===== src/rtl/vdcr_cfg.svh =====
// Offsets, field codes, reset values and timing counts of the register group
`ifndef VDCR_CFG_SVH
`define VDCR_CFG_SVH

// ************************************************************
// Subaddresses
// ************************************************************
`define VDCR_SA_MISC 8'h17
`define VDCR_SA_GAIN 8'h18
`define VDCR_SA_OFFS 8'h19
`define VDCR_SA_KILL 8'h1a
`define VDCR_SA_CHRO 8'h1b
`define VDCR_SA_CMB1 8'h1c
`define VDCR_SA_CMB2 8'h1d
`define VDCR_SA_ST1 8'h1e
`define VDCR_SA_ST2 8'h1f

// ************************************************************
// Reset values (recommended settings where given)
// ************************************************************
`define VDCR_RST_MISC 8'h18
`define VDCR_RST_GAIN 8'h40
`define VDCR_RST_OFFS 8'h80
`define VDCR_RST_KILL 8'h77
`define VDCR_RST_CHRO 8'h42
`define VDCR_RST_CMB1 8'ha9
`define VDCR_RST_CMB2 8'h01

// ************************************************************
// Field codes and constants
// ************************************************************
`define VDCR_STD_SEARCH_LATENCY_RSVD 3'h0
`define VDCR_STD_SEARCH_LATENCY_DEF 3'h3
`define VDCR_GAIN_NOM 8'h80
`define VDCR_OFFS_ZERO 8'h80
`define VDCR_SYNC_STAGES 3

`endif


===== src/rtl/vdcr_pkg.sv =====
// Types shared by the video decoder control and status register group
package vdcr_pkg;

  typedef enum logic [1:0] {
    VDCR_STD_NONE = 2'h0,
    VDCR_STD_NTSC = 2'h1,
    VDCR_STD_PAL = 2'h2,
    VDCR_STD_SECAM = 2'h3
  } vdcr_std_t;

  // Host access phases, Gray coded along idle, write, read
  typedef enum logic [1:0] {
    VDCR_IDLE = 2'h0,
    VDCR_WRITE = 2'h1,
    VDCR_READ = 2'h3
  } vdcr_state_t;

  typedef struct packed {
    logic gate_start_msb;
    logic gate_stop_msb;
    logic alt_gate_position;
    logic [2:0] std_search_latency;
    logic half_line_clock_out_en_n;
    logic line_clock_out_en_n;
    logic [7:0] raw_gain_code;
    logic [7:0] raw_offset_code;
    logic [3:0] secam_killer_threshold;
    logic [3:0] quad_killer_threshold;
    logic [1:0] vcr_detect_threshold;
    logic colour_limit_en;
    logic fast_sequence_correct;
    logic [1:0] horiz_diff_gain;
    logic [1:0] vert_diff_gain;
    logic [1:0] median_gain;
    logic [1:0] comb_threshold;
    logic [1:0] vert_diff_threshold;
  } vdcr_ctrl_t;

  typedef struct packed {
    vdcr_std_t detected_colour_std;
    logic white_peak_active;
    logic gain_bottom_limited;
    logic gain_top_limited;
    logic slow_time_const_active;
    logic horiz_locked;
    logic standard_field_length;
    logic capture_ready;
    logic copy_protect_seen;
    logic colourstripe_seen;
    logic colourstripe_four_line;
    logic stable_timebase;
    logic field_rate_60;
    logic vert_locked;
    logic interlaced;
  } vdcr_status_t;

  typedef struct packed {
    logic wr;
    logic rd;
    logic [7:0] addr;
    logic [7:0] wdata;
  } vdcr_req_t;

endpackage : vdcr_pkg


===== src/rtl/vdcr_field_ctl.sv =====
// Field-rate timing helpers: vertical gate, latency counter, sequence strobe
`timescale 1ns/1ps
`default_nettype none
`include "vdcr_cfg.svh"

module vdcr_field_ctl (
  input wire logic clk_sys_i,            // System clock
  input wire logic rst_i,                // Async reset, active high
  input wire logic field_start_i,        // One-cycle field start pulse
  input wire logic line_start_i,         // One-cycle line start pulse
  input wire logic field2_i,             // High during the second field
  input wire logic [8:0] line_num_i,     // Current line number
  input wire logic [8:0] gate_start_i,   // Gate start line
  input wire logic [8:0] gate_stop_i,    // Gate stop line
  input wire logic alt_gate_i,           // Gate one line early in field 2
  input wire logic [2:0] latency_i,      // Search latency in fields
  input wire logic fast_seq_i,           // Correct sequence every line
  output logic vertical_window_pulse_o,  // Vertical gate
  output logic std_search_step_o,        // Standard search step pulse
  output logic seq_correct_o             // Colour sequence correction pulse
);
  logic [2:0] field_cnt;
  logic [8:0] start_eff;
  logic [8:0] stop_eff;
  logic early;
  logic [2:0] lat_eff;
  logic lat_done;
  logic next_gate;

  assign early = alt_gate_i & field2_i;
  assign start_eff = early ? 9'(gate_start_i - 9'h1) : gate_start_i;
  assign stop_eff = early ? 9'(gate_stop_i - 9'h1) : gate_stop_i;
  assign next_gate = (line_num_i == start_eff) ? 1'b1 :
                     (line_num_i == stop_eff) ? 1'b0 :
                     vertical_window_pulse_o;

  assign lat_eff = (latency_i == `VDCR_STD_SEARCH_LATENCY_RSVD) ? `VDCR_STD_SEARCH_LATENCY_DEF : latency_i;
  assign lat_done = field_start_i && (field_cnt + 3'h1 >= lat_eff);

  always_ff @(posedge clk_sys_i or posedge rst_i)
  begin
    if (rst_i)
    begin
      vertical_window_pulse_o <= 1'b0;
      field_cnt <= 3'h0;
      std_search_step_o <= 1'b0;
      seq_correct_o <= 1'b0;
    end
    else
    begin
      if (line_start_i)
        vertical_window_pulse_o <= next_gate;
      std_search_step_o <= lat_done;
      if (lat_done)
        field_cnt <= 3'h0;
      else if (field_start_i)
        field_cnt <= field_cnt + 3'h1;
      seq_correct_o <= fast_seq_i ? line_start_i : field_start_i;
    end
  end
endmodule // vdcr_field_ctl
`default_nettype wire


===== src/rtl/vdcr_regs.sv =====
// Control and status register group of the multi-standard video decoder
`timescale 1ns/1ps
`default_nettype none
`include "vdcr_cfg.svh"

module vdcr_regs
  import vdcr_pkg::*;
(
  input wire logic clk_sys_i,                 // Line-locked system clock
  input wire logic rst_i,                     // Async reset, active high
  input wire vdcr_pkg::vdcr_req_t req_i,      // Host subaddress access
  output logic [7:0] rdata_o,                 // Read data, registered
  output logic rvalid_o,                      // Read data valid pulse
  input wire vdcr_pkg::vdcr_status_t stat_i,  // Live decoder status
  input wire logic interlace_pin_i,           // Async interlace detect
  input wire logic field_start_i,             // Field start pulse
  input wire logic line_start_i,              // Line start pulse
  input wire logic field2_i,                  // Second field flag
  input wire logic [8:0] line_num_i,          // Line number
  input wire logic [7:0] gate_start_lsb_i,    // Gate start bits 7..0
  input wire logic [7:0] gate_stop_lsb_i,     // Gate stop bits 7..0
  input wire logic [7:0] raw_data_i,          // Raw ADC sample
  input wire logic line_clk_i,                // Line-locked clock level
  input wire logic half_line_clk_i,           // Half-rate line clock level
  output vdcr_pkg::vdcr_ctrl_t ctrl_o,        // Control fields
  output logic [7:0] raw_data_o,              // Scaled raw sample
  output logic line_clk_o,                    // Line clock pin out
  output logic line_clk_oe_n_o,               // Line clock enable, low drives
  output logic half_line_clk_o,               // Half clock pin out
  output logic half_line_clk_oe_n_o,          // Half clock enable, low drives
  output logic vertical_window_pulse_o,       // Vertical gate
  output logic std_search_step_o,             // Standard search step
  output logic seq_correct_o,                 // Sequence correction strobe
  output logic [3:0] killer_thr_o,            // Active colour killer level
  output logic colour_limit_o                 // Colour limiter active
);

  // ************************************************************
  // Storage
  // ************************************************************
  logic [7:0] r_misc;
  logic [7:0] r_gain;
  logic [7:0] r_offs;
  logic [7:0] r_kill;
  logic [7:0] r_chro;
  logic [7:0] r_cmb1;
  logic [7:0] r_cmb2;
  vdcr_state_t state;
  vdcr_state_t next_state;
  logic interlace_sync;

  // ************************************************************
  // Field decode
  // ************************************************************
  // gate ninth bits
  assign ctrl_o.gate_start_msb = r_misc[0];
  assign ctrl_o.gate_stop_msb = r_misc[1];
  assign ctrl_o.alt_gate_position = r_misc[2];
  assign ctrl_o.std_search_latency = r_misc[5:3];
  assign ctrl_o.half_line_clock_out_en_n = r_misc[6];
  assign ctrl_o.line_clock_out_en_n = r_misc[7];
  assign ctrl_o.raw_gain_code = r_gain;
  assign ctrl_o.raw_offset_code = r_offs;
  assign ctrl_o.secam_killer_threshold = r_kill[3:0];
  assign ctrl_o.quad_killer_threshold = r_kill[7:4];
  assign ctrl_o.vcr_detect_threshold = r_chro[7:6];
  assign ctrl_o.colour_limit_en = r_chro[1];
  assign ctrl_o.fast_sequence_correct = r_chro[0];
  assign ctrl_o.horiz_diff_gain = r_cmb1[7:6];
  assign ctrl_o.vert_diff_gain = r_cmb1[5:4];
  assign ctrl_o.median_gain = r_cmb1[3:2];
  assign ctrl_o.comb_threshold = r_cmb1[1:0];
  assign ctrl_o.vert_diff_threshold = r_cmb2[1:0];

  // ************************************************************
  // Host access
  // ************************************************************
  wire wr_hit = req_i.wr && (state == VDCR_IDLE);
  wire rd_hit = req_i.rd && !req_i.wr && (state == VDCR_IDLE);
  wire [7:0] status_one;
  wire [7:0] status_two;
  logic [7:0] rd_mux;

  assign status_one = {stat_i.standard_field_length, ~stat_i.horiz_locked,
                       stat_i.slow_time_const_active, stat_i.gain_top_limited,
                       stat_i.gain_bottom_limited, stat_i.white_peak_active,
                       stat_i.detected_colour_std};
  assign status_two = {interlace_sync,
                       ~(stat_i.horiz_locked & stat_i.vert_locked),
                       stat_i.field_rate_60, stat_i.stable_timebase,
                       stat_i.colourstripe_four_line,
                       stat_i.colourstripe_seen, stat_i.copy_protect_seen,
                       stat_i.capture_ready};

  always_comb
  begin
    case (req_i.addr)
      `VDCR_SA_MISC: rd_mux = r_misc;
      `VDCR_SA_GAIN: rd_mux = r_gain;
      `VDCR_SA_OFFS: rd_mux = r_offs;
      `VDCR_SA_KILL: rd_mux = r_kill;
      `VDCR_SA_CHRO: rd_mux = r_chro;
      `VDCR_SA_CMB1: rd_mux = r_cmb1;
      `VDCR_SA_CMB2: rd_mux = r_cmb2;
      `VDCR_SA_ST1: rd_mux = status_one;
      `VDCR_SA_ST2: rd_mux = status_two;
      default: rd_mux = 8'h00;
    endcase
  end

  always_comb
  begin
    case (state)
      VDCR_IDLE: next_state = wr_hit ? VDCR_WRITE :
                              rd_hit ? VDCR_READ : VDCR_IDLE;
      VDCR_WRITE: next_state = VDCR_IDLE;
      VDCR_READ: next_state = VDCR_IDLE;
      default: next_state = VDCR_IDLE;
    endcase
  end

  always_ff @(posedge clk_sys_i or posedge rst_i)
  begin
    if (rst_i)
      state <= VDCR_IDLE;
    else
      state <= next_state;
  end

  // status writes are dropped by the decode
  always_ff @(posedge clk_sys_i or posedge rst_i)
  begin
    if (rst_i)
    begin
      r_misc <= `VDCR_RST_MISC;
      r_gain <= `VDCR_RST_GAIN;
      r_offs <= `VDCR_RST_OFFS;
      r_kill <= `VDCR_RST_KILL;
      r_chro <= `VDCR_RST_CHRO;
      r_cmb1 <= `VDCR_RST_CMB1;
      r_cmb2 <= `VDCR_RST_CMB2;
    end
    else if (wr_hit)
    begin
      case (req_i.addr)
        `VDCR_SA_MISC: r_misc <= req_i.wdata;
        `VDCR_SA_GAIN: r_gain <= req_i.wdata;
        `VDCR_SA_OFFS: r_offs <= req_i.wdata;
        `VDCR_SA_KILL: r_kill <= req_i.wdata;
        `VDCR_SA_CHRO: r_chro <= req_i.wdata;
        `VDCR_SA_CMB1: r_cmb1 <= req_i.wdata;
        `VDCR_SA_CMB2: r_cmb2 <= req_i.wdata;
        default: r_misc <= r_misc;
      endcase
    end
  end

  always_ff @(posedge clk_sys_i or posedge rst_i)
  begin
    if (rst_i)
    begin
      rdata_o <= 8'h00;
      rvalid_o <= 1'b0;
    end
    else
    begin
      rvalid_o <= rd_hit;
      if (rd_hit)
        rdata_o <= rd_mux;
    end
  end

  // ************************************************************
  // Raw data path
  // ************************************************************
  // Gain 128 is unity, so the product is shifted by seven; the
  // result saturates instead of wrapping at double amplitude
  wire [15:0] gain_prod = 16'(raw_data_i) * 16'(r_gain);
  wire [8:0] scaled = gain_prod[15:7];
  wire signed [10:0] with_offs = $signed({2'h0, scaled}) +
                                 $signed({3'h0, r_offs}) - 11'sd128;
  logic [7:0] next_raw;

  always_comb
  begin
    if (with_offs < 11'sd0)
      next_raw = 8'h00;
    else if (with_offs > 11'sd255)
      next_raw = 8'hff;
    else
      next_raw = with_offs[7:0];
  end

  always_ff @(posedge clk_sys_i or posedge rst_i)
  begin
    if (rst_i)
      raw_data_o <= 8'h00;
    else
      raw_data_o <= next_raw;
  end

  // ************************************************************
  // Clock outputs and chroma controls
  // ************************************************************
  // enables active low
  assign line_clk_o = line_clk_i;
  assign line_clk_oe_n_o = r_misc[7];
  assign half_line_clk_o = half_line_clk_i;
  assign half_line_clk_oe_n_o = r_misc[6];

  assign killer_thr_o = (stat_i.detected_colour_std == VDCR_STD_SECAM) ?
                        r_kill[3:0] : r_kill[7:4];
  assign colour_limit_o = r_chro[1];

  // ************************************************************
  // Submodules
  // ************************************************************
  vdcr_sync u_sync (
    .clk_sys_i(clk_sys_i),
    .rst_i(rst_i),
    .d_i(interlace_pin_i),
    .q_o(interlace_sync)
  );

  vdcr_field_ctl u_field (
    .clk_sys_i(clk_sys_i),
    .rst_i(rst_i),
    .field_start_i(field_start_i),
    .line_start_i(line_start_i),
    .field2_i(field2_i),
    .line_num_i(line_num_i),
    .gate_start_i({r_misc[0], gate_start_lsb_i}),
    .gate_stop_i({r_misc[1], gate_stop_lsb_i}),
    .alt_gate_i(r_misc[2]),
    .latency_i(r_misc[5:3]),
    .fast_seq_i(r_chro[0]),
    .vertical_window_pulse_o(vertical_window_pulse_o),
    .std_search_step_o(std_search_step_o),
    .seq_correct_o(seq_correct_o)
  );
endmodule // vdcr_regs
`default_nettype wire


===== src/rtl/vdcr_sync.sv =====
// Three-stage synchroniser with agreement filter for one pin input
`timescale 1ns/1ps
`default_nettype none
`include "vdcr_cfg.svh"

module vdcr_sync (
  input wire logic clk_sys_i, // System clock
  input wire logic rst_i,     // Async reset, active high
  input wire logic d_i,       // Asynchronous level
  output logic q_o            // Filtered level
);
  logic [`VDCR_SYNC_STAGES-1:0] stage;
  logic next_q;

  // Stage 0 feeds stage 1 only; the filter looks at stages 1 and 2
  assign next_q = (stage[1] == stage[2]) ? stage[2] : q_o;

  always_ff @(posedge clk_sys_i or posedge rst_i)
  begin
    if (rst_i)
    begin
      stage <= '0;
      q_o <= 1'b0;
    end
    else
    begin
      stage <= {stage[1:0], d_i};
      q_o <= next_q;
    end
  end
endmodule // vdcr_sync
`default_nettype wire


===== config.mk =====
export PLATFORM = sky130hd
export DESIGN_NAME = vdcr_regs
export DESIGN_NICKNAME = d
export VERILOG_FILES = /design/src/rtl/vdcr_pkg.sv /design/src/rtl/vdcr_field_ctl.sv /design/src/rtl/vdcr_regs.sv /design/src/rtl/vdcr_sync.sv
export VERILOG_INCLUDE_DIRS = /design/src /design/src/rtl
export SDC_FILE = /design/constraint.sdc
export NUM_CORES = 1
export LEC_CHECK = 0
export BUFFER_PORTS_ARGS = -buffer_cell sky130_fd_sc_hd__clkbuf_2
export CAP_MARGIN = 20
export CELL_PAD_IN_SITES_DETAIL_PLACEMENT = 1
export CELL_PAD_IN_SITES_GLOBAL_PLACEMENT = 2
export CORE_ASPECT_RATIO = 2
export CORE_MARGIN = 8
export CORE_UTILIZATION = 32
export DETAILED_ROUTE_END_ITERATION = 16
export PLACE_DENSITY = 0.79
export SYNTH_ARGS = -nofsm -noshare
export SYNTH_HDL_FRONTEND = slang
export SYNTH_SLANG_ARGS = --single-unit

===== constraint.sdc =====
create_clock -name clk_sys_i -period 5.9 [get_ports clk_sys_i]
set_clock_uncertainty 0.05 [all_clocks]
set_input_delay 0.59 -clock clk_sys_i [delete_from_list [all_inputs] [get_ports clk_sys_i]]
set_output_delay 0.59 -clock clk_sys_i [all_outputs]
set_load 0.02 [all_outputs]

==> results by group <==
Run status
  • Status: finished clean

Detailed routing
  • Drt first pass iters: 4
  • Via density: 5.19
  • Via Count: 6011
  • Final WL: 22700 um
  • Iter 0 DRT Violations: 237
  • DRC viols: 0
  • WL/cell: 19.6 um
  • Final ANT Viol Nets: 0

Setup path
  • Startpoint class of the critical path: flip-flop
  • R2r setup slk: 0.06 ns
  • Reg2reg end: raw_data_o[1]$_DFF_PP0_
  • Crit. End Element: flip-flop
  • CP max FO: 8
  • Reg2reg start: r_gain[3]$_DFFE_PP0P_
  • Kind of critical path: reg2reg
  • Arrival time worst endpoint: 6.05 ns
  • Worst Reg-to-Reg Cells: 20
  • CP required: 6.11 ns
  • Worst Setup SP: r_gain[3]$_DFFE_PP0P_

Yosys
  • Largest cells by area after synthesis: dfrtp_1 24%, fa_1 10%, ha_1 9.9%, mux2_2 9.7%, dfstp_2 6.3%
  • Top-area cell type share of the netlist area: 24.1%
  • Cell count after synthesis: 692
  • Commonest cells in the netlist: 68 x dfrtp_1, 61 x mux2_2, 60 x inv_1
  • Post-synthesis net count: 859
  • Fraction of the mapped netlist area in adder cells: 20.2%
  • Mux contribution to synthesized area: 12.6%
  • Synth warn: 0
  • XOR/XNOR Fraction of Synth Area: 4.95%
  • Largest family of logic cells by synthesized area: adder cells
  • Ys flop type: dfrtp_1
  • Sequential-to-total area share from yosys stat: 30.4%
  • Synth Cell Area: 7070 sq um
  • Asr flop ratio synth: 100%
  • Top-count cell post-synth: dfrtp_1
  • Distinct cells, synth: 65
  • Area fraction in compound gates after synthesis: 10.5%
  • Yosys top cell by area: dfrtp_1
  • Syn Area/Cell: 10.2 sq um
  • Post-synth EDFFs: 0
  • Simple-Gate Fraction of Synth Area: 16.0%
  • FF+latch count, synth: 85

STA
  • Slew at the pin closest to its max-slew limit: 0.857 ns
  • Final Critical Period: 5.84 ns
  • Final worst path period share: 99.0%
  • Final Hold Fails: 0
  • Final setup vio count: 0
  • Unrepaired setup endpoints after global routing: yes
  • Relative slew slack: 42.9%
  • Fin. max-slew vios: 0
  • Fmax: 0.171 GHz

Die
  • # rows: 77
  • Die footprint: 27400 sq um
  • Initial core utilization: 32.3%
  • Die Wd: 121 um
  • Die Y: 226 um
  • Core footprint: 21900 sq um
  • Ports: 150

Worst hold path
  • Hold WC Path Type: in2async

Cells and area
  • Core Util, Final: 41.4%
  • Share of cells above drive strength 1: 40.6%
  • Ant diodes: 0
  • Layout Nets: 1044
  • Fill cells: 2527
  • Final non-filler cell total: 1158
  • P&R area growth vs syn: 28.0%

Global route
  • Met2 Track Usage GR: 27.2%
  • GRT met1 Usage: 22.3%
  • First-pass GRT wire length: 36600 um
  • GRT Max-Usage Layer: met2
  • Total GRT Usage: 16.9%
  • Global Route met3 Usage: 3.37%
  • Vias in the first global route: 6754
  • Initial antenna violation count: 0
  • Largest net degree at the start of global routing: 68
  • Global route overflow: 0

Run
  • # Max-Cap Violations: 0

CTS
  • Clk root buf: clkbuf_16
  • CTS clock-pin slew for the worst setup and hold paths: 0.07 ns
  • H-tree depth: 3
  • CTS tree: yes
  • # clock sinks: 85
  • Buffer depth of the longest clock path: 2
  • Num CTS Buffers: 9
  • Skew-Pair Late Insertion Delay: 0.34 ns

Pwr
  • Pwr dens: 187 nW/um^2
  • VDD IR-drop max: 185 uV
  • Power Total: 1.69 mW
  • Leakage power: 4.47 nW

Placement
  • DP Cell Count: 1132
  • HPWL Detailed: 17800 um
  • Number of port buffers: 144
  • Gp weighted congestion: 0.848
-- area by class of cell --
cell class / instances / area (sq um) / area share, %
multi-input combinational: 519 / 4850 / 53.5
sequential: 85 / 2150 / 23.8
timing repair buffer: 202 / 1170 / 12.9
tap: 276 / 345 / 3.81
clock buffer: 13 / 270 / 2.99
inverter: 60 / 226 / 2.50
clock inverter: 3 / 42.5 / 0.470
-- worst max-delay path: stages (launching register included) --
cell and delay (ns):
dfrtp_2 0.44, buf_12 0.14, and2_1 0.14, fa_1 0.42, fa_1 0.53, fa_1 0.59, fa_1 0.44, ha_2 0.21
nor2_1 0.12, o211ai_1 0.10, buf_4 0.16, a31oi_4 0.23, xnor2_1 0.15, ha_1 0.29, fa_2 0.43, a211oi_4 0.27
o21ai_1 0.11, nor2b_2 0.17, o311ai_2 0.25, a21bo_4 0.31, a31oi_4 0.18
-- layer usage --
metal  part of all wire [%]  routed length [um]
met3                    5.3                1200
met4                    2.1                 484
met2                     48               10900
met5                      0                   0
met1                     45               10200
-- power breakdown --
| group | switching, mW | total [mW] | internal (mW) |
|---|---|---|---|
| combinational | 0.246 | 0.436 | 0.190 |
| sequential | 0.0342 | 0.666 | 0.632 |
| clock | 0.228 | 0.590 | 0.362 |
| total | 0.509 | 1.69 | 1.18 |
-- metrics by stage --
stage | TNS (ns) | cell area, sq um | hold WS [ns] | worst slack [ns]
4_1_cts | 0 | 8830 | 0.130 | 0.00395
2_1_floorplan | 0 | 7090 | 0.281 | 0.0390
3_5_place_dp | -2.95 | 8360 | 0.289 | -0.397
3_3_place_gp | -1.97 | 8360 | 0.286 | -0.260
6_report | 0 | 9050 | 0.120 | 0.0586
5_1_grt | -1.62 | 9050 | 0.145 | -0.214
-- layout by cell type (no fill, tap or decap), types with 20 or more instances in the layout --
master and count:
nor2_1 22, nand2_1 43, a21oi_1 20, ha_1 45, and2_1 53, mux2_2 61, xnor2_1 30, fa_1 34
dfrtp_1 64, clkbuf_2 144, buf_4 57, inv_1 59, o21ai_0 20
-- registers in the layout, indices dropped and copies added, names as in the netlist --
register	cells
u_sync.stage	3
u_sync.q_o	1
raw_data_o	8
r_gain	8
u_field.seq_correct_o	1
r_cmb1	8
rvalid_o	1
r_offs	8
u_field.std_search_step_o	1
state	2
u_field.field_cnt	3
r_chro	8
u_field.vertical_window_pulse_o	1
r_misc	8
rdata_o	8
r_cmb2	8
r_kill	8
-- worst max path at each step --
stage | endpoint | slack (ns) | cells past startpoint
final | raw_data_o[1]$_DFF_PP0_ | 0.06 | 20
after global routing | raw_data_o[0]$_DFF_PP0_ | -0.21 | 20
after CTS | raw_data_o[1]$_DFF_PP0_ | 0.004 | 21
after detailed placement | raw_data_o[0]$_DFF_PP0_ | -0.40 | 23
after global placement | raw_data_o[0]$_DFF_PP0_ | -0.26 | 23
after floorplan | raw_data_o[0]$_DFF_PP0_ | 0.04 | 23
-- timing repair --
action,4_1_cts,5_1_grt
cloned,0,0
setup buffers,7,3
hold buffers,0,0
setup endpoints to repair,8,8
gates resized for setup,23,35
endpoints found under the hold margin,0,0
pin swaps,13,28
-- logic make-up (layout without fill, tap and decap cells) --
logic type / count (synthesis) / after routing
simple gates: 198 / 198
compound gates: 114 / 114
fa+ha+maj: 93 / 93
buf+inv: 88 / 278
flops: 85 / 85
mux: 74 / 74
xor+xnor: 40 / 40
Note: power is estimated with default switching activity, not from simulation.
